**src/vhiu_pkg.sv**
```systemverilog
// vhiu_pkg: constants shared by the video handoff interrupt unit
// assumes a 32-bit classic wishbone slave and one 100 MHz clock
package vhiu_pkg;
	// register byte offsets
	localparam logic [7:0] VHIU_INT_CLEAR  = 8'h00;
	localparam logic [7:0] VHIU_INT_SET    = 8'h04;
	localparam logic [7:0] VHIU_INT_ENABLE = 8'h08;
	localparam logic [7:0] VHIU_FRAME_RATE = 8'h60;
	localparam logic [7:0] VHIU_START1     = 8'h64;
	localparam logic [7:0] VHIU_CONFIG1    = 8'h68;
	localparam logic [7:0] VHIU_START2     = 8'h6c;
	localparam logic [7:0] VHIU_CONFIG2    = 8'h70;
	localparam logic [7:0] VHIU_CONTROL    = 8'h74;
	localparam logic [7:0] VHIU_STATUS     = 8'h78;
	// interrupt source bit positions
	localparam int VHIU_SRC_CFG_DONE  = 0;
	localparam int VHIU_SRC_LOOP_DONE = 1;
	localparam int VHIU_NSRC          = 2;
	// control word fields
	localparam int VHIU_CTL_PLAY     = 0;
	localparam int VHIU_CTL_STOP     = 1;
	localparam int VHIU_CTL_AUTOSTOP = 2;
	localparam int VHIU_CTL_POINTER  = 3;
	localparam int VHIU_CTL_LOOP     = 4;
	localparam int VHIU_CTL_TOGGLE   = 5;
	// config word fields: frames in low half, loops in high half
	localparam int VHIU_CFG_FRAMES_LSB = 0;
	localparam int VHIU_CFG_LOOPS_LSB  = 16;
	localparam int VHIU_CFG_FIELD_W    = 16;
	// reset values
	localparam logic [31:0] VHIU_RST_FRAME_RATE = 32'h0000_0100;
	localparam logic [31:0] VHIU_RST_ZERO       = 32'h0000_0000;
	// sequencer states
	typedef enum logic [1:0] {VHIU_IDLE, VHIU_PLAY, VHIU_FROZEN} vhiu_state_t;
endpackage : vhiu_pkg

```
**src/vhiu_irq.sv**
```systemverilog
// vhiu_irq: sticky pending bits, enable mask, registered level irq
// assumes set pulses and clear strobes on the same clock
`timescale 1ns/1ps
module vhiu_irq #(
	parameter int N = 2
) (
	// clock and reset
	input  wire logic         clk_i,
	input  wire logic         rst_i,
	// event and software side
	input  wire logic [N-1:0] set_i,
	input  wire logic [N-1:0] clear_i,
	input  wire logic [N-1:0] enable_i,
	// state out
	output logic      [N-1:0] pending_o,
	output logic              irq_o
);
	// ones clear bits; zeros ignored, set wins
	always_ff @(posedge clk_i) begin
		if (rst_i) begin
			pending_o <= '0;
		end else begin
			pending_o <= (pending_o & ~clear_i) | set_i;
		end
	end

	always_ff @(posedge clk_i) begin
		if (rst_i) begin
			irq_o <= 1'b0;
		end else begin
			irq_o <= |(pending_o & enable_i);
		end
	end
endmodule : vhiu_irq

```
**src/vhiu_seq.sv**
```systemverilog
// vhiu_seq: two-slot playback sequencer, frame timing by clock count
// assumes registers written on the same clock; a frame is frame_rate clocks
`timescale 1ns/1ps
module vhiu_seq
	import vhiu_pkg::*;
(
	// clock and reset
	input  wire logic        clk_i,
	input  wire logic        rst_i,
	// programmed settings
	input  wire logic [31:0] frame_rate_i,
	input  wire logic [31:0] start1_i,
	input  wire logic [31:0] config1_i,
	input  wire logic [31:0] start2_i,
	input  wire logic [31:0] config2_i,
	input  wire logic [5:0]  ctl_i,
	input  wire logic        ctl_wr_i,
	// progress out
	output logic             cfg_done_o,
	output logic             loop_done_o,
	output logic             active_slot_o,
	output logic [31:0]      frame_addr_o,
	output logic             display_on_o,
	output vhiu_state_t      state_o
);
	logic [31:0] clk_cnt;
	logic [15:0] frame_cnt;
	logic [15:0] loop_cnt;
	logic [15:0] cur_frames;
	logic [15:0] cur_loops;
	logic [31:0] cur_start;
	logic        restart;
	logic        end_armed;
	logic        frame_tick;

	// frame boundary from the programmed clock count
	assign frame_tick = (clk_cnt + 32'h1 >= frame_rate_i);

	always_ff @(posedge clk_i) begin
		if (rst_i || state_o != VHIU_PLAY || frame_tick) begin
			clk_cnt <= '0;
		end else begin
			clk_cnt <= clk_cnt + 32'h1;
		end
	end

	// play while running waits for next frame
	always_ff @(posedge clk_i) begin
		if (rst_i) begin
			restart <= 1'b0;
		end else if (ctl_wr_i && ctl_i[VHIU_CTL_PLAY] && state_o == VHIU_PLAY) begin
			restart <= 1'b1;
		end else if (frame_tick || state_o != VHIU_PLAY) begin
			// a stop must not leave a stale restart for the next run
			restart <= 1'b0;
		end
	end

	// play-clear write arms the end action for the current slot
	always_ff @(posedge clk_i) begin
		if (rst_i) begin
			end_armed <= 1'b0;
		end else if (ctl_wr_i && !ctl_i[VHIU_CTL_PLAY] && !ctl_i[VHIU_CTL_STOP]
			&& state_o == VHIU_PLAY) begin
			end_armed <= 1'b1;
		end else if (ctl_wr_i || state_o != VHIU_PLAY) begin
			end_armed <= 1'b0;
		end
	end

	// slot sequencing; start and config read only at slot start, frame rate and control read live
	always_ff @(posedge clk_i) begin
		cfg_done_o  <= 1'b0;
		loop_done_o <= 1'b0;
		if (rst_i) begin
			state_o       <= VHIU_IDLE;
			active_slot_o <= 1'b0;
			frame_cnt     <= '0;
			loop_cnt      <= '0;
			cur_frames    <= '0;
			cur_loops     <= '0;
			cur_start     <= '0;
			frame_addr_o  <= '0;
			display_on_o  <= 1'b0;
		end else if (ctl_wr_i && ctl_i[VHIU_CTL_STOP]) begin
			state_o      <= VHIU_IDLE;
			display_on_o <= 1'b0;
		end else if ((ctl_wr_i && ctl_i[VHIU_CTL_PLAY] && state_o != VHIU_PLAY)
			|| (restart && frame_tick)) begin
			active_slot_o <= ctl_i[VHIU_CTL_POINTER];
			cur_start     <= ctl_i[VHIU_CTL_POINTER] ? start2_i : start1_i;
			cur_frames    <= ctl_i[VHIU_CTL_POINTER] ? config2_i[VHIU_CFG_FRAMES_LSB +: VHIU_CFG_FIELD_W]
			                                          : config1_i[VHIU_CFG_FRAMES_LSB +: VHIU_CFG_FIELD_W];
			cur_loops     <= ctl_i[VHIU_CTL_POINTER] ? config2_i[VHIU_CFG_LOOPS_LSB +: VHIU_CFG_FIELD_W]
			                                          : config1_i[VHIU_CFG_LOOPS_LSB +: VHIU_CFG_FIELD_W];
			frame_addr_o  <= ctl_i[VHIU_CTL_POINTER] ? start2_i : start1_i;
			frame_cnt     <= '0;
			loop_cnt      <= '0;
			state_o       <= VHIU_PLAY;
			display_on_o  <= 1'b1;
		end else if (state_o == VHIU_PLAY && frame_tick) begin
			if (frame_cnt + 16'h1 < cur_frames) begin
				frame_cnt    <= frame_cnt + 16'h1;
				frame_addr_o <= frame_addr_o + 32'h1;
			end else if (loop_cnt + 16'h1 < cur_loops) begin
				// another pass of the same slot
				loop_cnt     <= loop_cnt + 16'h1;
				frame_cnt    <= '0;
				frame_addr_o <= cur_start;
				loop_done_o  <= 1'b1;
			end else begin
				loop_done_o <= 1'b1;
				// toggle without loop keeps alternating until an end is armed
				if (ctl_i[VHIU_CTL_TOGGLE] && (ctl_i[VHIU_CTL_LOOP] || !end_armed)) begin
					// switch slot, raise event; capture other slot
					cfg_done_o    <= 1'b1;
					active_slot_o <= ~active_slot_o;
					cur_start     <= active_slot_o ? start1_i : start2_i;
					frame_addr_o  <= active_slot_o ? start1_i : start2_i;
					cur_frames    <= active_slot_o ? config1_i[VHIU_CFG_FRAMES_LSB +: VHIU_CFG_FIELD_W]
					                               : config2_i[VHIU_CFG_FRAMES_LSB +: VHIU_CFG_FIELD_W];
					cur_loops     <= active_slot_o ? config1_i[VHIU_CFG_LOOPS_LSB +: VHIU_CFG_FIELD_W]
					                               : config2_i[VHIU_CFG_LOOPS_LSB +: VHIU_CFG_FIELD_W];
					frame_cnt     <= '0;
					loop_cnt      <= '0;
				end else if (ctl_i[VHIU_CTL_LOOP]) begin
					// repeat one slot, re-capturing its settings
					cfg_done_o   <= 1'b1;
					cur_start    <= active_slot_o ? start2_i : start1_i;
					frame_addr_o <= active_slot_o ? start2_i : start1_i;
					cur_frames   <= active_slot_o ? config2_i[VHIU_CFG_FRAMES_LSB +: VHIU_CFG_FIELD_W]
					                              : config1_i[VHIU_CFG_FRAMES_LSB +: VHIU_CFG_FIELD_W];
					cur_loops    <= active_slot_o ? config2_i[VHIU_CFG_LOOPS_LSB +: VHIU_CFG_FIELD_W]
					                              : config1_i[VHIU_CFG_LOOPS_LSB +: VHIU_CFG_FIELD_W];
					frame_cnt    <= '0;
					loop_cnt     <= '0;
				end else begin
					// auto-stop: dark, else freeze last frame
					cfg_done_o   <= 1'b1;
					state_o      <= ctl_i[VHIU_CTL_AUTOSTOP] ? VHIU_IDLE : VHIU_FROZEN;
					display_on_o <= ~ctl_i[VHIU_CTL_AUTOSTOP];
				end
			end
		end
	end
endmodule : vhiu_seq

```
**src/vhiu_top.sv**
```systemverilog
// vhiu_top: wishbone register file, interrupt unit and video sequencer
// assumes a classic wishbone master, 32-bit words, one 100 MHz clock
`timescale 1ns/1ps
module vhiu_top
	import vhiu_pkg::*;
(
	// clock and reset
	input  wire logic        clk_i,
	input  wire logic        rst_i,
	// wishbone slave
	input  wire logic        cyc_i,
	input  wire logic        stb_i,
	input  wire logic        we_i,
	input  wire logic [7:0]  adr_i,
	input  wire logic [3:0]  sel_i,
	input  wire logic [31:0] dat_i,
	output logic      [31:0] dat_o,
	output logic             ack_o,
	output logic             err_o,
	// host interrupt and display
	output logic             irq_o,
	output logic             display_on_o,
	output logic [31:0]      frame_addr_o
);
	import vhiu_pkg::*;

	logic [31:0]         frame_rate;
	logic [31:0]         start1;
	logic [31:0]         config1;
	logic [31:0]         start2;
	logic [31:0]         config2;
	logic [5:0]          ctl;
	logic [VHIU_NSRC-1:0] int_enable;
	logic [VHIU_NSRC-1:0] int_clear;
	logic [VHIU_NSRC-1:0] pending;
	logic                 ctl_wr;
	logic                 cfg_done;
	logic                 loop_done;
	logic                 active_slot;
	logic                 irq_w;
	logic                 disp_w;
	logic [31:0]          faddr_w;
	vhiu_state_t          state;
	logic                 req;
	logic                 wr;
	logic                 mapped;

	// byte-lane merge used by the frame rate, start and config registers; control and enable take lane 0 only
	function automatic logic [31:0] vhiu_merge(input logic [31:0] old,
		input logic [31:0] din, input logic [3:0] sel);
		logic [31:0] r;
		r = old;
		for (int i = 0; i < 4; i++) begin
			if (sel[i]) r[8*i +: 8] = din[8*i +: 8];
		end
		return r;
	endfunction : vhiu_merge

	// one request per ack; ack low the cycle after
	assign req    = cyc_i && stb_i && !ack_o && !err_o;
	assign wr     = req && we_i && mapped;
	assign mapped = adr_i inside {VHIU_INT_CLEAR, VHIU_INT_SET, VHIU_INT_ENABLE,
		VHIU_FRAME_RATE, VHIU_START1, VHIU_CONFIG1, VHIU_START2, VHIU_CONFIG2,
		VHIU_CONTROL, VHIU_STATUS};
	assign ctl_wr = wr && adr_i == VHIU_CONTROL && sel_i[0];
	// clear strobe only on clear writes
	assign int_clear = (wr && adr_i == VHIU_INT_CLEAR && sel_i[0])
		? dat_i[VHIU_NSRC-1:0] : '0;

	// writable registers
	always_ff @(posedge clk_i) begin
		if (rst_i) begin
			frame_rate <= VHIU_RST_FRAME_RATE;
			start1     <= VHIU_RST_ZERO;
			config1    <= VHIU_RST_ZERO;
			start2     <= VHIU_RST_ZERO;
			config2    <= VHIU_RST_ZERO;
			ctl        <= '0;
			int_enable <= '0;
		end else if (wr) begin
			case (adr_i)
				VHIU_FRAME_RATE: frame_rate <= vhiu_merge(frame_rate, dat_i, sel_i);
				VHIU_START1:     start1     <= vhiu_merge(start1, dat_i, sel_i);
				VHIU_CONFIG1:    config1    <= vhiu_merge(config1, dat_i, sel_i);
				VHIU_START2:     start2     <= vhiu_merge(start2, dat_i, sel_i);
				VHIU_CONFIG2:    config2    <= vhiu_merge(config2, dat_i, sel_i);
				VHIU_CONTROL:    if (sel_i[0]) ctl <= dat_i[5:0];
				VHIU_INT_ENABLE: if (sel_i[0]) int_enable <= dat_i[VHIU_NSRC-1:0];
				default:         ;
			endcase
		end
	end

	// bus answer: one cycle after request, err on unmapped
	always_ff @(posedge clk_i) begin
		if (rst_i) begin
			ack_o <= 1'b0;
			err_o <= 1'b0;
			dat_o <= '0;
		end else begin
			ack_o <= req && mapped;
			err_o <= req && !mapped;
			dat_o <= '0;
			if (req && !we_i) begin
				case (adr_i)
					VHIU_INT_SET:    dat_o <= {{(32-VHIU_NSRC){1'b0}}, pending};
					VHIU_INT_ENABLE: dat_o <= {{(32-VHIU_NSRC){1'b0}}, int_enable};
					VHIU_FRAME_RATE: dat_o <= frame_rate;
					VHIU_START1:     dat_o <= start1;
					VHIU_CONFIG1:    dat_o <= config1;
					VHIU_START2:     dat_o <= start2;
					VHIU_CONFIG2:    dat_o <= config2;
					VHIU_CONTROL:    dat_o <= {26'h0, ctl};
					VHIU_STATUS:     dat_o <= {28'h0, state, active_slot,
						state == VHIU_PLAY};
					default:         dat_o <= '0;
				endcase
			end
		end
	end

	vhiu_irq #(.N(VHIU_NSRC)) u_irq (
		.clk_i     (clk_i),
		.rst_i     (rst_i),
		.set_i     ({loop_done, cfg_done}),
		.clear_i   (int_clear),
		.enable_i  (int_enable),
		.pending_o (pending),
		.irq_o     (irq_w)
	);

	// sequencer sees the new control word in the write cycle
	vhiu_seq u_seq (
		.clk_i         (clk_i),
		.rst_i         (rst_i),
		.frame_rate_i  (frame_rate),
		.start1_i      (start1),
		.config1_i     (config1),
		.start2_i      (start2),
		.config2_i     (config2),
		.ctl_i         (ctl_wr ? dat_i[5:0] : ctl),
		.ctl_wr_i      (ctl_wr),
		.cfg_done_o    (cfg_done),
		.loop_done_o   (loop_done),
		.active_slot_o (active_slot),
		.frame_addr_o  (faddr_w),
		.display_on_o  (disp_w),
		.state_o       (state)
	);

	// outputs straight from submodule flops
	assign irq_o        = irq_w;
	assign display_on_o = disp_w;
	assign frame_addr_o = faddr_w;
endmodule : vhiu_top
```
**config.mk**
```make
export PLATFORM = sky130hd
export DESIGN_NAME = vhiu_top
export DESIGN_NICKNAME = d
export VERILOG_FILES = /design/src/vhiu_pkg.sv /design/src/vhiu_irq.sv /design/src/vhiu_seq.sv /design/src/vhiu_top.sv
export SDC_FILE = /design/constraint.sdc
export NUM_CORES = 1
export LEC_CHECK = 0
export BUFFER_PORTS_ARGS = -buffer_cell sky130_fd_sc_hd__buf_4
export CAP_MARGIN = 10
export CORE_UTILIZATION = 55
export DETAILED_ROUTE_END_ITERATION = 6
export GPL_TIMING_DRIVEN = 0
export PLACE_DENSITY_LB_ADDON = 0.12
export SETUP_SLACK_MARGIN = 0.05
export SLEW_MARGIN = 20
export SYNTH_ARGS = -nofsm -noshare
export SYNTH_HDL_FRONTEND = slang
export SYNTH_SLANG_ARGS = --single-unit
```
**constraint.sdc**
```tcl
create_clock -name clk_i -period 5.8 [get_ports clk_i]
set_input_delay 1.45 -clock clk_i [delete_from_list [all_inputs] [get_ports clk_i]]
set_output_delay 1.45 -clock clk_i [all_outputs]
set_load 0.005 [all_outputs]
```
==> results.rst, run 1 <==
.. list-table::
   :header-rows: 1

   * - Metric
     - Value
   * - Standard cell core area
     - 0.0349 mm^2
   * - Horizontal die dimension
     - about 190 um
   * - Leading cell type in the layout, fill and taps excluded
     - sky130_fd_sc_hd__nand2_1
   * - Drt initial violations
     - 2959
   * - Post-synth EDFFs
     - 0
   * - Number of antenna violations at the first check in global routing
     - 0
   * - Setup repair after global routing missed its margin
     - false
   * - Total non-filler cell area in the finished layout
     - approximately 0.023 mm^2
   * - Syn. warnings
     - 0
   * - Total of hold buffers inserted after clock tree synthesis
     - 0
   * - Slowest library cell on the worst path
     - sky130_fd_sc_hd__nor4_2
   * - Die area
     - 0.0366 mm^2
   * - Post-synth design cell area
     - around 0.020 mm^2
   * - Kind of cell adding the most delay to the critical path
     - simple AND/OR/NAND/NOR gates
   * - Number of placed cells counting well taps
     - ~3000
   * - Layout cells sized above 1
     - roughly 13%
   * - Total grt overflow
     - 0
   * - Clock Pin Slew Worst Setup and Hold Paths
     - roughly 0.060 ns
   * - Count of buffers from port buffering
     - roughly 110
   * - Die span in y
     - 191 um
   * - Vias per inst
     - 6.62
   * - Crit Path Category
     - flip-flop to flip-flop
   * - Transition time at the pin with the least slew margin
     - roughly 1.2 ns
   * - Cells along the critical path
     - nand4_1 > nor4_2 > and3_1 > nor2b_1 > nand4_1 > nor3_1 > xor2_1 > ha_1 > nand4_1 > o211a_1 > o221ai_1 > nor2_1 > buf_2 > nand2_1 > clkbuf_1 > a311o_1 > a311oi_1
   * - Most used DFF post-synth
     - sky130_fd_sc_hd__dfxtp_1
   * - Post-route DRC
     - 27
   * - Signal arrival time at the worst endpoint
     - a little over 6 ns
   * - Syn nets
     - roughly 2500
   * - Share of the yosys chip area belonging to registers
     - 37.9%
   * - Total power of the final layout
     - between 0.005 and 0.006 W
   * - Run status
     - finished, violations left
   * - Worst stage delay on the critical path
     - 0.52 ns
   * - Final slew viol count
     - 0
   * - Async set or reset register ratio after synthesis
     - 0%
   * - Antenna cells
     - 0
   * - Combined buffer and inverter count along the critical path
     - 2
   * - Routability-driven placement congestion ratio
     - approximately 1.1
   * - Most frequent cells in the layout
     - sky130_fd_sc_hd__nand2_1 (426), sky130_fd_sc_hd__dfxtp_1 (373), sky130_fd_sc_hd__a21oi_1 (321)
   * - Final Skew
     - about 0.027 ns
   * - Routed WL
     - approximately 76000 um
   * - Fin Setup TNS
     - 0 ns
   * - Number of top-level design ports
     - ~120
   * - Maximum achievable frequency
     - 0.180 GHz
   * - Initial Utilization
     - between 50% and 60%
   * - Sort of element at the end of the critical path
     - flip-flop
   * - Filler-free cell count of the finished design
     - around 3100
   * - Sinks on Clock Net
     - ~370
   * - Vias in the first global route
     - 18900
   * - Most common cell on crit path
     - sky130_fd_sc_hd__nand4_1
   * - Cells after synthesis
     - between 2000 and 2500
   * - Post-synthesis cell type count
     - 76
   * - Gr usage total
     - between 40% and 50%
   * - Mean routed wirelength per cell
     - ~25 um
   * - Latest clock arrival within the worst-skew pair
     - 0.59 ns
   * - Depth of the CTS H-tree
     - 2
   * - Wire length of the first global-routing pass
     - roughly 110000 um
   * - Rel. slew slack
     - 19.3%
   * - Number of failing hold endpoints at the final stage
     - 0
   * - Shortest clock period the worst path allows after layout
     - roughly 5.6 ns
   * - Filler cell count
     - 3103
   * - Root Buffer
     - sky130_fd_sc_hd__clkbuf_16
   * - Violations in the final reports
     - DRC
   * - Critical Path Start Type
     - flip-flop
   * - Part of the cycle the worst path needs
     - between 90% and 100%
   * - Critical path data required time
     - between 6 and 7 ns
   * - Setup slack of the worst register-to-register path
     - about 0.24 ns
   * - IR Drop Worst-Case VDD
     - about 0.0002 V
   * - TritonCTS clock tree
     - built
   * - Power per standard cell area
     - ~250 mW/mm^2
   * - Worst-path fanout max
     - 10
   * - Post-detailed-route count of antenna-violating nets
     - 0
   * - Placed cell area
     - 0.0211 mm^2
   * - Number of setup violations in the final report
     - 0
   * - Maximum buffer depth of the clock tree
     - 3
   * - Area growth from synthesis to layout
     - 14.8%
   * - Max-capacitance violation count
     - 0
   * - Clock buffers created by TritonCTS
     - 42
   * - Mean post-synth cell area
     - ~8.1 um^2
   * - TritonRoute pass-1 iters
     - 7
   * - Min-Delay Path Class
     - flip-flop to flip-flop
   * - Via Count
     - 20300
   * - Half-perimeter wire length after placement
     - 58100 um
   * - Standard-cell rows
     - between 60 and 70
   * - Seq cells post-synth
     - between 300 and 400
   * - Net count reported at finish
     - approximately 2700
   * - Largest net degree at the start of global routing
     - 14
   * - Leak pwr
     - 7.62 nW
## worst min-delay path, delay by kind of cell (launching register included)
family | cells | cell delay, ns
simple gates | 1 | 0.07
compound gates | 1 | 0.04
flops | 1 | 0.32
## cell families after synthesis
kind of cell	count (synthesis)	share of synthesized area [%]
buf+inv	257	5.73
fa+ha+maj	66	4.19
xor+xnor	87	3.86
mux	52	2.72
simple gates	925	21.3
compound gates	666	24.3
flops	373	37.9
## stage by stage
stage | worst slack [ns] | hold slack (ns) | util [%]
after detailed placement | -0.239 | 0.437 | 60.6
final | 0.244 | 0.468 | 64.9
after global routing | 0.0527 | 0.482 | 64.9
after global placement | -0.197 | 0.433 | 60.6
after CTS | 0.0412 | 0.464 | 64.8
after floorplan | 1.66 | 0.413 | -
## cells in the mapped netlist, drive strengths merged, types with 28 or more instances
cell    count  area share (%)
a21oi     321             8.1
a222oi     31             1.6
a22oi      36             1.4
a311oi     92             6.0
a31oi      28            0.89
buf        61             2.0
clkbuf    121             2.3
dfxtp     373              38
ha         66             4.2
inv        74             1.4
mux2i      43             2.2
nand2     427             8.1
nand3     224             5.7
nand4      31            0.98
nor2      104             2.0
nor2b      34             1.1
o21ai      39             1.1
xnor2      47             2.1
xor2       40             1.8
## state kept, by name (all words and copies together) (netlist names), 32 cells and up
name,count
start1,32
frame_rate,32
u_seq.clk_cnt,32
config1,32
start2,32
config2,32
dat_o,32
u_seq.cur_start,32
u_seq.frame_addr_o,32
## repair_timing
item,CTS,global route
gates resized for setup,3,4
pin swaps,0,0
setup buffers,0,0
setup endpoints to repair,47,131
hold endpoints to repair,0,0
gates cloned,0,0
## layer usage
layer | share of wire, % | vias up | global-route usage [%]
li1 | - | 9148 | -
met1 | 40 | 9611 | 55.2
met4 | 4.6 | 0 | 18.5
met3 | 13 | 229 | 9.95
met5 | 0 | - | 0
met2 | 43 | 1327 | 62.3
## layout make-up
type                            count  area, um^2  area share (%)
Multi-Input combinational cell   1796       11200            49.3
Sequential cell                   373        7470            33.0
Clock buffer                       57        1220            5.38
Timing Repair Buffer              114         856            3.78
Buffer                            182         850            3.75
Tap cell                          455         569            2.51
Inverter                           75         282            1.24
Clock inverter                     19         246            1.09
## report_power, final
| group | internal [W] | switching (W) |
|---|---|---|
| sequential | 0.00256 | 0.000000323 |
| combinational | 0.0000353 | 0.000116 |
| clock | 0.00170 | 0.00116 |
| total | 0.00430 | 0.00127 |
## worst paths after layout
path                startpoint                     to  cells past startpoint
min reg2reg  u_seq.loop_done_o     u_irq.pending_o[1]                      2
min          u_seq.loop_done_o     u_irq.pending_o[1]                      2
max reg2reg   u_seq.clk_cnt[6]  u_seq.frame_addr_o[2]                     17
max           u_seq.clk_cnt[6]  u_seq.frame_addr_o[2]                     17
Power figures use the tool's default switching activity.
==> run 2: changes to the inputs <==
--- a/config.mk
+++ b/config.mk
@@ -7,6 +7,7 @@
 export LEC_CHECK = 0
 export BUFFER_PORTS_ARGS = -buffer_cell sky130_fd_sc_hd__buf_4
 export CAP_MARGIN = 10
+export CORE_ASPECT_RATIO = 1.25
 export CORE_UTILIZATION = 55
 export DETAILED_ROUTE_END_ITERATION = 6
 export GPL_TIMING_DRIVEN = 0
==> constraint.sdc (replaced) <==
create_clock -name clk_i -period 5.8 [get_ports clk_i]
set_input_delay 0.58 -clock clk_i [delete_from_list [all_inputs] [get_ports clk_i]]
set_output_delay 0.58 -clock clk_i [all_outputs]
set_load 0.005 [all_outputs]
==> run 2 against run 1 <==
Compared with the run above: the run still ends with DRC left; critical path depth shrank 1; flip-flop and latch count is the same; worst setup slack lost 0.043 ns; design area shrank 0.35%; fmax shrank 0.78%; clock skew shrank 0.012 ns; first-iteration DRC count shrank 7.3%; highest routed layer unchanged.
==> results.rst, run 2 (synthesis results as in run 1) <==
.. list-table::
   :header-rows: 1

   * - Metric
     - Value
   * - Half-perimeter wire length after placement
     - between 60000 and 70000 um
   * - Count of buffers from port buffering
     - ~110
   * - Leak pwr
     - 7.58 nW
   * - Standard-cell rows
     - 77
   * - Total of hold buffers inserted after clock tree synthesis
     - 0
   * - Gr usage total
     - a little over two fifths
   * - Via Count
     - slightly above 20000
   * - TritonCTS clock tree
     - built
   * - Part of the cycle the worst path needs
     - between 90% and 100%
   * - Area growth from synthesis to layout
     - 14.4%
   * - Total setup buffers inserted after CTS
     - 0
   * - Run status
     - finished, violations left
   * - Wire length of the first global-routing pass
     - ~110000 um
   * - Maximum achievable frequency
     - 0.179 GHz
   * - Violations in the final reports
     - DRC
   * - Layer with the highest usage after global routing
     - met2
   * - Min-Delay Path Class
     - primary input to flip-flop
   * - Depth of the CTS H-tree
     - 2
   * - Setup crit start
     - u_seq.clk_cnt[6]
   * - Post-cts repair resize count
     - 3
   * - Die span in y
     - 214 um
   * - Mean routed wirelength per cell
     - roughly 25 um
   * - Hold slack final
     - around 0.27 ns
   * - Maximum buffer depth of the clock tree
     - 3
   * - Die area
     - 0.0366 mm^2
   * - Vias per inst
     - roughly 6.5
   * - Most frequent cells in the layout
     - sky130_fd_sc_hd__nand2_1 (426), sky130_fd_sc_hd__dfxtp_1 (373), sky130_fd_sc_hd__a21oi_1 (321)
   * - Signal arrival time at the worst endpoint
     - around 6.1 ns
   * - Power per standard cell area
     - 239 mW/mm^2
   * - Horizontal die dimension
     - about 170 um
   * - Number of failing hold endpoints at the final stage
     - 0
   * - Number of setup violations in the final report
     - 0
   * - Number of antenna violations at the first check in global routing
     - 0
   * - Routed WL
     - 78200 um
   * - Beginning of the worst hold path
     - adr_i[7]
   * - Number of top-level design ports
     - 117
   * - IR Drop Worst-Case VDD
     - 0.000228 V
   * - Rel. slew slack
     - ~15%
   * - Critical Path Start Type
     - flip-flop
   * - Transition time at the pin with the least slew margin
     - 1.26 ns
   * - Latest clock arrival within the worst-skew pair
     - roughly 0.56 ns
   * - Max-capacitance violation count
     - 0
   * - Worst-path fanout max
     - 10
   * - Vias in the first global route
     - around 18000
   * - Worst reg2reg path startpoint
     - u_seq.clk_cnt[6]
   * - Setup repair after global routing missed its margin
     - true
   * - Shortest clock period the worst path allows after layout
     - 5.60 ns
   * - Total grt overflow
     - 0
   * - Final Skew
     - 0.0144 ns
   * - Met2 usage
     - about two thirds
   * - Initial Utilization
     - about 56%
   * - Layout cells sized above 1
     - roughly 12%
   * - Sort of element at the end of the critical path
     - flip-flop
   * - Clock Pin Slew Worst Setup and Hold Paths
     - about 0.06 ns
   * - Post-route DRC
     - 14
   * - Crit Path Category
     - flip-flop to flip-flop
   * - Fin Setup TNS
     - 0 ns
   * - Largest net degree at the start of global routing
     - 14
   * - Sinks on Clock Net
     - 373
   * - Leading cell type in the layout, fill and taps excluded
     - sky130_fd_sc_hd__nand2_1
   * - Post-detailed-route count of antenna-violating nets
     - 0
   * - Net count reported at finish
     - roughly 2700
   * - Met3 Track Usage GR
     - approximately 7.5%
   * - Met1 GRT Util
     - between 50% and 60%
   * - Total non-filler cell area in the finished layout
     - 0.0226 mm^2
   * - TritonRoute pass-1 iters
     - 7
   * - Clock buffers created by TritonCTS
     - 40
   * - Standard cell core area
     - 0.0354 mm^2
   * - Placed cell area
     - 0.0212 mm^2
   * - Root Buffer
     - sky130_fd_sc_hd__clkbuf_16
   * - Routability-driven placement congestion ratio
     - 1.02
   * - Antenna cells
     - 0
   * - Critical path data required time
     - roughly 6.3 ns
   * - Final slew viol count
     - 0
   * - Drt initial violations
     - 2742
run 2: cell types whose count changed in the layout (fill, tap and decap cells not counted), moves of 2 or more:
cell                       previous run  this run
sky130_fd_sc_hd__a211oi_1             8        10
sky130_fd_sc_hd__clkinv_2            12         6
sky130_fd_sc_hd__inv_6                0         2
sky130_fd_sc_hd__a211oi_2             2         0
run 2: power by group:
part / internal [W] / switching, W
Clock: 0.00159 / 0.00109
Combinational: 0.0000353 / 0.000117
Sequential: 0.00256 / 0.000000286
Total: 0.00419 / 0.00121
run 2: layout make-up:
class                           instances  area, um^2
Sequential cell                       373        7470
Fill cell                            3165       12800
Multi-Input combinational cell       1796       11200
Tap cell                              474         593
Clock inverter                         13         176
Timing Repair Buffer                  114         856
Inverter                               75         282
Clock buffer                           55        1180
Buffer                                182         852
run 2: stage by stage:
step                      cells  util, %  setup WS (ns)  total power, W
after floorplan            2426        -           1.75         0.00267
after global placement     3014     59.9         -0.245         0.00276
after detailed placement   3014     59.9         -0.205         0.00276
after CTS                  3082     63.8         0.0760         0.00539
after global routing       3082     63.8         0.0206         0.00551
final                      3082     63.8          0.201         0.00540
run 2: metal layers:
| layer | vias up | part of all wire, % |
|---|---|---|
| met5 | - | 0 |
| li1 | 9141 | - |
| met4 | 0 | 7.3 |
| met1 | 9446 | 38 |
| met3 | 260 | 11 |
| met2 | 1281 | 44 |
run 2: worst paths after layout:
kind | slack (ns) | depth (start not counted) | to
setup reg to reg | 0.20 | 16 | u_seq.frame_addr_o[25]
hold reg to reg | 0.47 | 2 | config1[28]
setup / recovery | 0.20 | 16 | u_seq.frame_addr_o[25]
hold / removal | 0.27 | 2 | ack_o
run 2: worst max-delay path, cell delays in order (launching register included):
cell and delay [ns]:
sky130_fd_sc_hd__dfxtp_1 0.41, sky130_fd_sc_hd__nand4_1 0.23, sky130_fd_sc_hd__nor4_4 0.44, sky130_fd_sc_hd__and3_1 0.24, sky130_fd_sc_hd__nor2b_1 0.26, sky130_fd_sc_hd__nand4_1 0.26
sky130_fd_sc_hd__nor3_1 0.28, sky130_fd_sc_hd__xor2_1 0.23, sky130_fd_sc_hd__ha_1 0.29, sky130_fd_sc_hd__nand4_1 0.35, sky130_fd_sc_hd__o211a_2 0.41, sky130_fd_sc_hd__o22ai_1 0.16
sky130_fd_sc_hd__nor2_1 0.79, sky130_fd_sc_hd__o21a_1 0.36, sky130_fd_sc_hd__clkbuf_1 0.44, sky130_fd_sc_hd__o21ai_0 0.18, sky130_fd_sc_hd__a21oi_1 0.18
